[src/verilog/tdiv_pkg.sv]
package tdiv_pkg;

  // ---------------------------------------------------------------------
  // Sizes and clock
  // ---------------------------------------------------------------------
  localparam int CNT_W         = 8;
  localparam int NCH           = 2;
  localparam int CLK_PERIOD_NS = 40;

  // ---------------------------------------------------------------------
  // Register offsets (byte addresses)
  // ---------------------------------------------------------------------
  localparam logic [NCH-1:0][7:0] ADDR_CTRL = {8'h08, 8'h00};
  localparam logic [NCH-1:0][7:0] ADDR_CMP  = {8'h0c, 8'h04};
  localparam logic [7:0]          ADDR_CFG  = 8'h10;
  localparam logic [7:0]          ADDR_STAT = 8'h14;

  // Field positions outside the control byte
  localparam int CFG_TAP_BIT  = 0;
  localparam int STAT_FF_LSB  = 16;

  // Reset values
  localparam logic [7:0] CTRL_RST = 8'h00;
  localparam logic [7:0] CMP_RST  = 8'h00;

  // ---------------------------------------------------------------------
  // Mode and source codes
  // ---------------------------------------------------------------------
  localparam logic [2:0] MODE_TIMER = 3'h0;
  localparam logic [2:0] MODE_DIV   = 3'h1;
  localparam logic [2:0] MODE_PWM   = 3'h2;
  localparam logic [2:0] MODE_PAIR  = 3'h3;
  localparam logic [2:0] SEL_PIN    = 3'h7;

  // Prescaler exponents: slow tap, three fast taps, low-frequency divider
  localparam int PRE_W = 11;
  localparam int TAP_E1 = 7;
  localparam int TAP_E2 = 5;
  localparam int TAP_E3 = 3;
  localparam int FS_E  = 3;

  // ---------------------------------------------------------------------
  // Carriers
  // ---------------------------------------------------------------------
  typedef struct packed {
    logic       ff_init;
    logic [2:0] clk_sel;
    logic       run;
    logic [2:0] mode;
  } tdiv_ctrl_t;

  typedef struct packed {
    tdiv_ctrl_t [NCH-1:0]            ctrl;
    logic       [NCH-1:0][CNT_W-1:0] cmp;
    logic                            tap_sel;
    logic       [31:0]               prdata;
    logic                            slverr;
    logic       [NCH-1:0]            pin_prev;
  } tdiv_regs_t;

endpackage : tdiv_pkg

[src/verilog/tdiv_presc.sv]
`timescale 1ns/10ps
module tdiv_presc
  import tdiv_pkg::*;
(
  input  wire logic       ref_clk_i,
  input  wire logic       sys_rst_i,
  input  wire logic       tap_sel_i,
  input  wire logic       low_speed_i,
  input  wire logic       low_freq_tick_i,
  output logic      [7:0] src_tick_o
);

  typedef struct packed {
    logic [PRE_W-1:0] div;
    logic [FS_E-1:0]  fs_div;
  } tdiv_pre_st_t;

  tdiv_pre_st_t st_r;
  tdiv_pre_st_t st_nxt;
  logic [3:0]   tap;
  logic         fs_tick;

  // ---------------------------------------------------------------------
  // Free-running dividers
  // ---------------------------------------------------------------------
  always_comb begin
    st_nxt = st_r;
    st_nxt.div = PRE_W'(st_r.div + 1'b1);
    if (low_freq_tick_i) begin
      st_nxt.fs_div = FS_E'(st_r.fs_div + 1'b1);
    end
  end

  always_ff @(posedge ref_clk_i) begin
    if (sys_rst_i) begin
      st_r <= '0;
    end else begin
      st_r <= st_nxt;
    end
  end

  // One tap per exponent: a tick when the low bits are all ones
  localparam int TAP_E [4] = '{PRE_W, TAP_E1, TAP_E2, TAP_E3};
  for (genvar t = 0; t < 4; t++) begin : g_tap
    assign tap[t] = &st_r.div[TAP_E[t]-1:0];
  end

  assign fs_tick = low_freq_tick_i & (&st_r.fs_div);

  // Low-speed leaves only the slow sources alive
  assign src_tick_o[0] = (tap_sel_i | low_speed_i) ? fs_tick : tap[0];
  assign src_tick_o[1] = ~low_speed_i & tap[1];
  assign src_tick_o[2] = ~low_speed_i & tap[2];
  assign src_tick_o[3] = ~low_speed_i & tap[3];
  assign src_tick_o[4] = low_freq_tick_i;
  assign src_tick_o[5] = ~low_speed_i & st_r.div[0];
  assign src_tick_o[6] = ~low_speed_i;
  assign src_tick_o[7] = 1'b0; // Pin source is picked in the top
endmodule : tdiv_presc

[src/verilog/tdiv_chan.sv]
`timescale 1ns/10ps
module tdiv_chan
  import tdiv_pkg::*;
(
  input  wire logic             ref_clk_i,
  input  wire logic             sys_rst_i,
  input  wire logic             run_i,
  input  wire logic             inc_i,
  input  wire logic             hit_i,
  input  wire logic             tgl_en_i,
  input  wire logic             ff_wr_i,
  input  wire logic             ff_val_i,
  output logic      [CNT_W-1:0] cnt_o,
  output logic                  ff_o,
  output logic                  irq_o
);

  typedef struct packed {
    logic [CNT_W-1:0] cnt;
    logic             ff;
    logic             irq;
  } tdiv_ch_st_t;

  tdiv_ch_st_t st_r;
  tdiv_ch_st_t st_nxt;

  // ---------------------------------------------------------------------
  // Counter and output flip-flop
  // ---------------------------------------------------------------------
  always_comb begin
    st_nxt = st_r;
    st_nxt.irq = run_i & hit_i;
    if (!run_i) begin
      st_nxt.cnt = '0;
    end else if (hit_i) begin
      st_nxt.cnt = '0;
    end else if (inc_i) begin
      st_nxt.cnt = CNT_W'(st_r.cnt + 1'b1);
    end
    // A software load wins; the sequence rules keep the two apart
    if (ff_wr_i) begin
      st_nxt.ff = ff_val_i;
    end else if (run_i && hit_i && tgl_en_i) begin
      st_nxt.ff = ~st_r.ff;
    end
  end

  always_ff @(posedge ref_clk_i) begin
    if (sys_rst_i) begin
      st_r <= '0;
    end else begin
      st_r <= st_nxt;
    end
  end

  assign cnt_o = st_r.cnt;
  assign ff_o  = st_r.ff;
  assign irq_o = st_r.irq;
endmodule : tdiv_chan

[src/verilog/tdiv_top.sv]
`timescale 1ns/10ps

// What this block does
// - Timer counts ticks, match interrupts and clears
// - Event mode counts falling edges of pin
// - Event match interrupts, clears, waits next edge
// - Divider match toggles flip-flop, clears, interrupts
// - Divider pin is inverse of flip-flop
// - Flip-flop loads written bit; reset clears it
// - Stopped divider pin holds its level
// - Compare writes act at once, no shadow
// - Internal sources by select and speed mode
// - Cascaded pair uses lower channel's select
// - Mode field codes the operating modes
// - Select code 111 picks the pin
module tdiv_top
  import tdiv_pkg::*;
(
  input  wire logic                 ref_clk_i,
  input  wire logic                 sys_rst_i,
  input  wire logic                 psel_i,
  input  wire logic                 penable_i,
  input  wire logic                 pwrite_i,
  input  wire logic [7:0]           paddr_i,
  input  wire logic [31:0]          pwdata_i,
  output logic      [31:0]          prdata_o,
  output logic                      pready_o,
  output logic                      pslverr_o,
  input  wire logic [NCH-1:0]       event_input_pin_i,
  input  wire logic                 low_freq_tick_i,
  input  wire logic                 low_speed_i,
  output logic      [NCH-1:0]       divider_out_pin_o,
  output logic      [NCH-1:0]       match_irq_o
);

  // ---------------------------------------------------------------------
  // Declarations
  // ---------------------------------------------------------------------
  tdiv_regs_t                      regs_r;
  tdiv_regs_t                      regs_nxt;
  logic                            setup;
  logic                            wr_acc;
  logic                            casc;
  logic       [7:0]                src_tick;
  logic       [NCH-1:0]            pin_fall;
  logic       [NCH-1:0]            tick;
  logic       [NCH-1:0]            run;
  logic       [NCH-1:0]            bit8;
  logic       [NCH-1:0]            inc;
  logic       [NCH-1:0]            hit;
  logic       [NCH-1:0]            ff_wr;
  logic       [NCH-1:0]            ff;
  logic       [NCH-1:0]            irq;
  logic       [NCH-1:0][2:0]       sel;
  logic       [NCH-1:0][CNT_W-1:0] cnt;
  logic       [NCH-1:0][CNT_W-1:0] nxt8;
  logic       [2*CNT_W-1:0]        cnt16;
  logic       [2*CNT_W-1:0]        cmp16;
  logic                            hit16;
  logic       [31:0]               stat_word;

  // ---------------------------------------------------------------------
  // APB phases
  // ---------------------------------------------------------------------
  // Zero wait states: read data is latched in the setup cycle
  assign setup  = psel_i & ~penable_i;
  assign wr_acc = psel_i & penable_i & pwrite_i;

  assign pready_o  = 1'b1;
  assign prdata_o  = regs_r.prdata;
  // Error only shows in the access phase it belongs to
  assign pslverr_o = regs_r.slverr & psel_i & penable_i;

  // Live state for software: counters and output flip-flops
  always_comb begin
    stat_word = '0;
    stat_word[2*CNT_W-1:0] = cnt16;
    stat_word[STAT_FF_LSB +: NCH] = ff;
  end

  // ---------------------------------------------------------------------
  // Register file
  // ---------------------------------------------------------------------
  always_comb begin
    regs_nxt = regs_r;
    regs_nxt.pin_prev = event_input_pin_i;
    // Read path, decoded in the setup cycle
    if (setup) begin
      regs_nxt.prdata = 32'h0;
      regs_nxt.slverr = 1'b1;
      if (paddr_i == ADDR_CFG) begin
        regs_nxt.prdata[CFG_TAP_BIT] = regs_r.tap_sel;
        regs_nxt.slverr = 1'b0;
      end
      if (paddr_i == ADDR_STAT) begin
        regs_nxt.prdata = stat_word;
        regs_nxt.slverr = 1'b0;
      end
      for (int c = 0; c < NCH; c++) begin
        if (paddr_i == ADDR_CTRL[c]) begin
          regs_nxt.prdata[7:0] = regs_r.ctrl[c];
          regs_nxt.slverr = 1'b0;
        end
        if (paddr_i == ADDR_CMP[c]) begin
          regs_nxt.prdata[CNT_W-1:0] = regs_r.cmp[c];
          regs_nxt.slverr = 1'b0;
        end
      end
    end
    // Write path, taken in the access cycle
    if (wr_acc) begin
      if (paddr_i == ADDR_CFG) begin
        regs_nxt.tap_sel = pwdata_i[CFG_TAP_BIT];
      end
      for (int c = 0; c < NCH; c++) begin
        if (paddr_i == ADDR_CTRL[c]) begin
          regs_nxt.ctrl[c] = pwdata_i[7:0];
        end
        // No shadow stage: the new compare is live next cycle
        if (paddr_i == ADDR_CMP[c]) begin
          regs_nxt.cmp[c] = pwdata_i[CNT_W-1:0];
        end
      end
    end
  end

  always_ff @(posedge ref_clk_i) begin
    if (sys_rst_i) begin
      regs_r          <= '0;
      regs_r.ctrl     <= {NCH{CTRL_RST}};
      regs_r.cmp      <= {NCH{CMP_RST}};
      regs_r.pin_prev <= '1;
    end else begin
      regs_r <= regs_nxt;
    end
  end

  // ---------------------------------------------------------------------
  // Prescaler
  // ---------------------------------------------------------------------
  tdiv_presc u_presc (
    .ref_clk_i       (ref_clk_i),
    .sys_rst_i       (sys_rst_i),
    .tap_sel_i       (regs_r.tap_sel),
    .low_speed_i     (low_speed_i),
    .low_freq_tick_i (low_freq_tick_i),
    .src_tick_o      (src_tick)
  );

  // ---------------------------------------------------------------------
  // Cascade
  // ---------------------------------------------------------------------
  // Upper channel in a wide mode joins the pair; only the plain
  // wide count is carried out, other wide modes count the same way
  assign casc  = regs_r.ctrl[1].mode[2];
  assign cnt16 = {cnt[1], cnt[0]};
  assign cmp16 = {regs_r.cmp[1], regs_r.cmp[0]};
  assign hit16 = tick[0] && ((2*CNT_W)'(cnt16 + 1'b1) == cmp16);

  // ---------------------------------------------------------------------
  // Channels
  // ---------------------------------------------------------------------
  for (genvar c = 0; c < NCH; c++) begin : g_ch
    // Pin is sampled each clock; a high then low pair is one edge
    assign pin_fall[c] = regs_r.pin_prev[c] & ~event_input_pin_i[c];

    // Pair takes its source from the lower channel
    assign sel[c] = casc ? regs_r.ctrl[0].clk_sel
                         : regs_r.ctrl[c].clk_sel;

    // Code 111 swaps the prescaler for the pin
    assign tick[c] = (sel[c] == SEL_PIN) ? pin_fall[casc ? 0 : c]
                                         : src_tick[sel[c]];

    assign run[c] = casc ? regs_r.ctrl[1].run : regs_r.ctrl[c].run;

    // Eight-bit counting modes; PWM and reserved codes stay idle
    assign bit8[c] = ~casc && (regs_r.ctrl[c].mode == MODE_TIMER ||
                               regs_r.ctrl[c].mode == MODE_DIV);

    assign nxt8[c] = CNT_W'(cnt[c] + 1'b1);

    if (c == 0) begin : g_lo
      assign inc[c] = casc ? tick[0] : bit8[c] & tick[c];
    end else begin : g_hi
      // Upper byte steps on the lower byte's carry
      assign inc[c] = casc ? tick[0] && cnt[0] == {CNT_W{1'b1}}
                           : bit8[c] & tick[c];
    end

    // Match checked on the value after the step
    assign hit[c] = casc ? hit16
                         : bit8[c] & tick[c] &
                           (nxt8[c] == regs_r.cmp[c]);

    assign ff_wr[c] = wr_acc && paddr_i == ADDR_CTRL[c];

    tdiv_chan u_chan (
      .ref_clk_i (ref_clk_i),
      .sys_rst_i (sys_rst_i),
      .run_i     (run[c]),
      .inc_i     (inc[c]),
      .hit_i     (hit[c]),
      .tgl_en_i  (bit8[c] && regs_r.ctrl[c].mode == MODE_DIV),
      .ff_wr_i   (ff_wr[c]),
      .ff_val_i  (pwdata_i[7]),
      .cnt_o     (cnt[c]),
      .ff_o      (ff[c]),
      .irq_o     (irq[c])
    );

    // Pin shows the inverse of the flip-flop, stopped or not
    assign divider_out_pin_o[c] = ~ff[c];

    // In a pair only the upper channel reports the match
    assign match_irq_o[c] = irq[c] & ~(casc && c == 0);
  end
endmodule : tdiv_top

[config.mk]
export PLATFORM = sky130hd
export DESIGN_NAME = tdiv_top
export DESIGN_NICKNAME = d
export VERILOG_FILES = /design/src/verilog/tdiv_pkg.sv /design/src/verilog/tdiv_presc.sv /design/src/verilog/tdiv_chan.sv /design/src/verilog/tdiv_top.sv
export SDC_FILE = /design/constraint.sdc
export NUM_CORES = 1
export LEC_CHECK = 0
export BUFFER_PORTS_ARGS = -buffer_cell sky130_fd_sc_hd__buf_2
export CELL_PAD_IN_SITES_DETAIL_PLACEMENT = 1
export CELL_PAD_IN_SITES_GLOBAL_PLACEMENT = 2
export CORE_MARGIN = 2
export CORE_UTILIZATION = 34
export DETAILED_ROUTE_END_ITERATION = 10
export GPL_TIMING_DRIVEN = 0
export PLACE_DENSITY = 0.82
export SYNTH_ARGS = -nofsm -noshare
export SYNTH_HDL_FRONTEND = slang
export SYNTH_SLANG_ARGS = --single-unit
[constraint.sdc]
create_clock -name ref_clk_i -period 3.2 [get_ports ref_clk_i]
set_input_delay 0.8 -clock ref_clk_i [delete_from_list [all_inputs] [get_ports ref_clk_i]]
set_output_delay 0.8 -clock ref_clk_i [all_outputs]
set_load 0.005 [all_outputs]
==> out/qor.csv, run 1 <==
metric,value,unit
"count leader, synth",dfxtp_1,
die footprint,16170,µm²
"Top FF cell, synth",dfxtp_1,
Yosys reg bits,88,
remaining routing DRC violations,0,
CP max FO,10,
drt wl/cell,18.25,µm
vias per cell,5.265,
fin crit share,0.9063,
minimum clock period after layout,2.900,ns
"EDFF count, synth",0,
site row count,45,
met2 WL,7737,µm
share of layout cells above drive strength 1,0.2093,
area share of the largest cell type after synthesis,0.3416,
Slew headroom,0.2465,
FF/Latch Area,1762,µm²
cts hold-fix bufs,0,
worst min path class,reg2reg,
final core occ,0.3980,
Worst Path Required,3.45,ns
global route overflow,0,
Clock Sinks,88,
CORE AREA,15030,µm²
area of the multi-input gates,2918,µm²
Antenna Nets Post-Route,0,
clock tree buffer depth,2,
mapped cell area,5157,µm²
status,"finished, final reports clean",
top layer in use,met4,
Iter 0 DRT Violations,312,
P per Cell Area,406.6,nW/µm²
CTS Buf Count,9,
Slew Limit Fails,0,
CTS tree,built,
Hold Path Depth,2,
actual slew at the worst max-slew pin,1.114,ns
n_diodes,0,
"top cells by area, synth","dfxtp_1, mux2i_1, buf_4",
FF-to-FF setup slack,0.30,ns
chip height,127.2,µm
initial antenna violation count,0,
met1 wire length,7349,µm
Post-CTS Resized,0,
clk_lat worst skew,0.35,ns
CP startpoint,u_presc.st_r[3],
Synth top cells by count,"dfxtp_1, nand2_1, nor2_1",
postcts setup bufs,0,
root cell of the clock tree,clkbuf_16,
Final setup viols,0,
Worst IR Drop VDD,0.0002547,V
Final #Nets,739,
Final Instance Area,5983,µm²
Leakage Power,2.213,nW
GP Congestion,0.8813,
Synth area leader,dfxtp_1,
area delta synth->final,16.01,%
Worst setup EP type,flop,
critical path arrival,3.15,ns
post-synthesis cell type count,80,
total track usage,0.2063,
critical path endpoint,g_ch[1].u_chan.cnt_o[1],
Hold Fails Final Rpt,0,
metal3 WL,550,µm
asr flop ratio synth,0,
Port Buffer Count,44,
WL final,15990,µm
clock slew at reported path FFs,0.07,ns
CP Launch Type,flop,
IO Count,87,
Die Width,127.2,µm
Syn Area/Cell,8.386,µm²
Worst R2R Path Depth,12,
FF-to-FF Start,u_presc.st_r[3],
register area share after synthesis,0.3416,
Final TNS setup,0,ns
RSZ-0062 raised after global routing,false,
Placed Area,5662,µm²
TritonRoute pass-1 iters,4,
yosys warns,0,
Vias,4612,
Setup Skew,0.007720,ns
largest net degree at the start of global routing,15,
overall power,2.433,mW
vias in the first global route,4769,
cells after synthesis,615,
max_cap viols,0,
Crit Path Class,reg2reg,
initial core utilization,0.3431,
H-tree depth,3,
Fillers,1811,
R2R Path End,g_ch[1].u_chan.cnt_o[1],
fmax,344.8,MHz
DP Wirelength,12290,µm
first-pass GRT wire length,26030,µm
[placed cells by master, fill, tap and decap left out, types with 4 or more instances in the layout]
cell type	netlist	final
xor2_1	16	16
nand3_1	42	42
clkbuf_1	17	18
a21oi_2	6	6
nand2b_1	8	8
buf_1	5	5
a211oi_1	4	4
mux2i_1	35	35
a21oi_1	49	49
buf_4	37	37
a22oi_1	7	7
clkbuf_16	0	9
o21ai_0	26	26
nand2_1	51	51
ha_1	7	7
dfxtp_1	88	88
and3_1	9	9
nor2_1	50	50
inv_1	10	10
nor3_1	12	12
xnor2_1	20	20
o211ai_1	6	6
conb_1	2	15
nor2b_1	9	9
buf_2	9	53
or3_1	9	9
buf_6	5	5
[critical path, stage by stage, from the launching register on]
cell and delay [ns]:
dfxtp_1 0.39, ha_1 0.26, nand3_2 0.13, inv_1 0.10, ha_1 0.20, mux2i_1 0.13, o22ai_1 0.09, o211a_1 0.22
o211ai_1 0.21, a21boi_0 0.45, buf_2 0.31, mux2i_1 0.24, nor2_2 0.04
[layer usage]
layer,GRT usage,up-vias
li1,-,2258
met1,0.2714,2245
met2,0.3441,88
met3,0.03015,21
met4,0.07757,0
met5,0,-
[area by class of cell]
cell class | count | share of cell area
plain buffers | 75 | 0.08176
clock buffers | 11 | 0.04057
well taps | 188 | 0.03931
repair buffers | 44 | 0.03680
inverters | 10 | 0.006274
multi-input cells | 455 | 0.4877
clock inverters | 5 | 0.01317
flip-flops and latches | 88 | 0.2944
[metrics by stage]
step | worst slack, ns | cells | hold slack, ns
global route | 0.09228 | 876 | 0.4715
CTS | 0.3269 | 876 | 0.4562
global placement | 0.007818 | 860 | 0.4435
floorplan | 0.6782 | 628 | 0.4275
detailed placement | 0.02765 | 860 | 0.4467
finish | 0.2998 | 876 | 0.4542
[cells by family (layout without fill, tap and decap cells)]
group | count (synthesis) | count (layout) | share of synthesized area
AO/OA/AOI/OAI | 128 | 128 | 0.1616
XOR/XNOR | 37 | 37 | 0.06429
adder cells (fa/ha/maj) | 7 | 7 | 0.01698
buffers and inverters | 85 | 145 | 0.1021
flip-flops | 88 | 88 | 0.3416
multiplexers | 37 | 37 | 0.07448
other | 2 | 15 | 0.001456
AND/OR/NAND/NOR | 231 | 231 | 0.2375
[state kept, by name, summed over array words and instances, names as in the netlist]
name / cells
regs_r: 19
g_ch.u_chan.ff_o: 2
prdata_o: 18
g_ch.u_chan.irq_o: 2
casc: 1
u_presc.st_r: 14
cmp16: 16
g_ch.u_chan.cnt_o: 16
[how the worst min path moves through the flow]
stage                            start            to  slack (ns)
after global placement    prdata_o[13]  prdata_o[13]        0.44
after floorplan              regs_r[2]     regs_r[2]        0.43
after detailed placement     regs_r[2]     regs_r[2]        0.45
after CTS                    regs_r[2]     regs_r[2]        0.46
after global routing         regs_r[2]     regs_r[2]        0.47
final                        regs_r[2]     regs_r[2]        0.45
[report_power, final]
group | switching, mW | internal, mW
clock | 0.466 | 0.707
combinational | 0.0841 | 0.0565
sequential | 0.0103 | 1.11
Power figures use the tool's default switching activity.
==> run 2, diff against run 1 <==
PLACE_DENSITY = 0.88   (was 0.82)
==> out/qor.csv, run 2 (synthesis gave the netlist of run 1 again) <==
metric,value,unit,change
status,"finished, final reports clean",,unchanged
first-pass GRT wire length,25210,µm,was 26030 µm
FF-to-FF setup slack,0.28,ns,was 0.30 ns
Worst IR Drop VDD,0.0003119,V,was 0.0002547 V
CTS tree,built,,unchanged
Final TNS setup,0,ns,unchanged
Placed Area,5662,µm²,unchanged
metal3 WL,613,µm,was 550 µm
Post-CTS Resized,0,,unchanged
vias per cell,5.293,,was 5.265
max incr delay on CP,0.49,ns,was 0.45 ns
Final setup viols,0,,unchanged
critical path arrival,3.16,ns,was 3.15 ns
H-tree depth,3,,unchanged
minimum clock period after layout,2.917,ns,was 2.900 ns
critical-path cell list,"ha_1, nand3_2, inv_1, ha_1, mux2i_1, o22ai_1, o211a_1, o211ai_1, a21boi_0, buf_2, mux2i_1, nor2_2",,unchanged
Fillers,1823,,was 1811
TritonRoute pass-1 iters,4,,unchanged
max reg flops,19,,unchanged
share of layout cells above drive strength 1,0.2078,,was 0.2093
Final #Nets,739,,unchanged
n_diodes,0,,unchanged
Port Buffer Count,44,,unchanged
Slew Limit Fails,0,,unchanged
Slew headroom,0.1718,,was 0.2465
Vias,4637,,was 4612
FF/Latch Area,1762,µm²,unchanged
Antenna Nets Post-Route,0,,unchanged
RSZ-0062 raised after global routing,false,,unchanged
Leakage Power,2.206,nW,was 2.213 nW
CORE AREA,15030,µm²,unchanged
total track usage,0.2008,,was 0.2063
drt wl/cell,18.11,µm,was 18.25 µm
most frequent cells in the layout,"dfxtp_1, buf_2, nand2_1",,unchanged
Largest Register,regs_r,,unchanged
WL final,15870,µm,was 15990 µm
Clock Sinks,88,,unchanged
IO Count,87,,unchanged
R2R Path End,g_ch[1].u_chan.cnt_o[1],,unchanged
CP max FO,10,,unchanged
area delta synth->final,16.04,%,was 16.01%
critical path endpoint,g_ch[1].u_chan.cnt_o[1],,unchanged
top layer in use,met4,,unchanged
Final Instance Area,5984,µm²,was 5983 µm²
vias in the first global route,4782,,was 4769
Crit Path Class,reg2reg,,unchanged
postcts setup bufs,0,,unchanged
fmax,342.8,MHz,was 344.8 MHz
P per Cell Area,404.8,nW/µm²,was 406.6 nW/µm²
CP max stage cell,a21boi_0,,unchanged
area of the multi-input gates,2918,µm²,unchanged
clock slew at reported path FFs,0.06,ns,was 0.07 ns
clk_lat worst skew,0.35,ns,about the same
worst min path class,reg2reg,,unchanged
remaining routing DRC violations,0,,unchanged
met1 wire length,7200,µm,was 7349 µm
die footprint,16170,µm²,unchanged
Hold Fails Final Rpt,0,,unchanged
Iter 0 DRT Violations,232,,was 312
CP startpoint,u_presc.st_r[3],,unchanged
CTS Buf Count,9,,unchanged
max_cap viols,0,,unchanged
fin crit share,0.9117,,was 0.9063
worst hold slack,0.4557,ns,was 0.4542 ns
Worst setup EP type,flop,,unchanged
PnR worst setup slack,0.2827,ns,was 0.2998 ns
Worst Path Required,3.44,ns,was 3.45 ns
initial antenna violation count,0,,unchanged
FF-to-FF Start,u_presc.st_r[3],,unchanged
actual slew at the worst max-slew pin,1.225,ns,was 1.114 ns
"worst slack, placed",0.07759,ns,was 0.02765 ns
site row count,45,,unchanged
largest net degree at the start of global routing,15,,unchanged
clock tree buffer depth,2,,unchanged
chip height,127.2,µm,unchanged
met2 WL,7792,µm,was 7737 µm
Die Width,127.2,µm,unchanged
DP Wirelength,12140,µm,was 12290 µm
cts hold-fix bufs,0,,unchanged
Setup Skew,0.01405,ns,was 0.007720 ns
root cell of the clock tree,clkbuf_16,,unchanged
CP Launch Type,flop,,unchanged
Worst R2R Path Depth,12,,unchanged
initial core utilization,0.3431,,unchanged
global route overflow,0,,unchanged
"commonest non-fill, non-tap cell in the layout",dfxtp_1,,unchanged
GP Congestion,0.8628,,was 0.8813
run 2: worst min-delay path by stage:
stage,slack [ns],to,start,cells past startpoint
finish,0.46,prdata_o[14],prdata_o[14],2
global route,0.48,prdata_o[17],prdata_o[17],2
CTS,0.46,prdata_o[11],prdata_o[11],2
detailed placement,0.45,prdata_o[14],prdata_o[14],2
global placement,0.44,prdata_o[12],prdata_o[12],2
floorplan,0.43,regs_r[2],regs_r[2],2
run 2: through the flow:
step                utilization  std cells  power (mW)
CTS                      0.3981        876       2.451
finish                   0.3981        876       2.423
floorplan                     -        628       1.224
global route             0.3981        876       2.509
detailed placement       0.3766        860       1.285
global placement         0.3766        860       1.279
run 2: power by group:
part           leakage [nW]  internal [mW]  switching (mW)
Sequential            0.712           1.11          0.0102
Combinational          1.34         0.0566          0.0842
Clock                 0.153          0.709           0.453
Total                  2.21           1.88           0.548
run 2: area by class of cell:
cell class	instances	area share
plain buffers	75	0.08175
clock buffers	12	0.04119
clock inverters	4	0.01275
inverters	10	0.006272
multi-input cells	455	0.4876
flip-flops and latches	88	0.2944
well taps	188	0.03931
repair buffers	44	0.03680
run 2: critical path, delay by kind of cell (launching register included):
family	cells	cell delay, ns
AOI/OAI and AO/OA	4	1.02
muxes	2	0.36
DFF	1	0.38
adders and majority gates	2	0.46
and+or+nand+nor	2	0.17
buffers and inverters	2	0.42
run 2: per-layer routing:
| metal | track usage | up-vias |
|---|---|---|
| li1 | - | 2252 |
| met1 | 0.2583 | 2281 |
| met2 | 0.3419 | 90 |
| met3 | 0.04188 | 14 |
| met4 | 0.05624 | 0 |
| met5 | 0 | - |
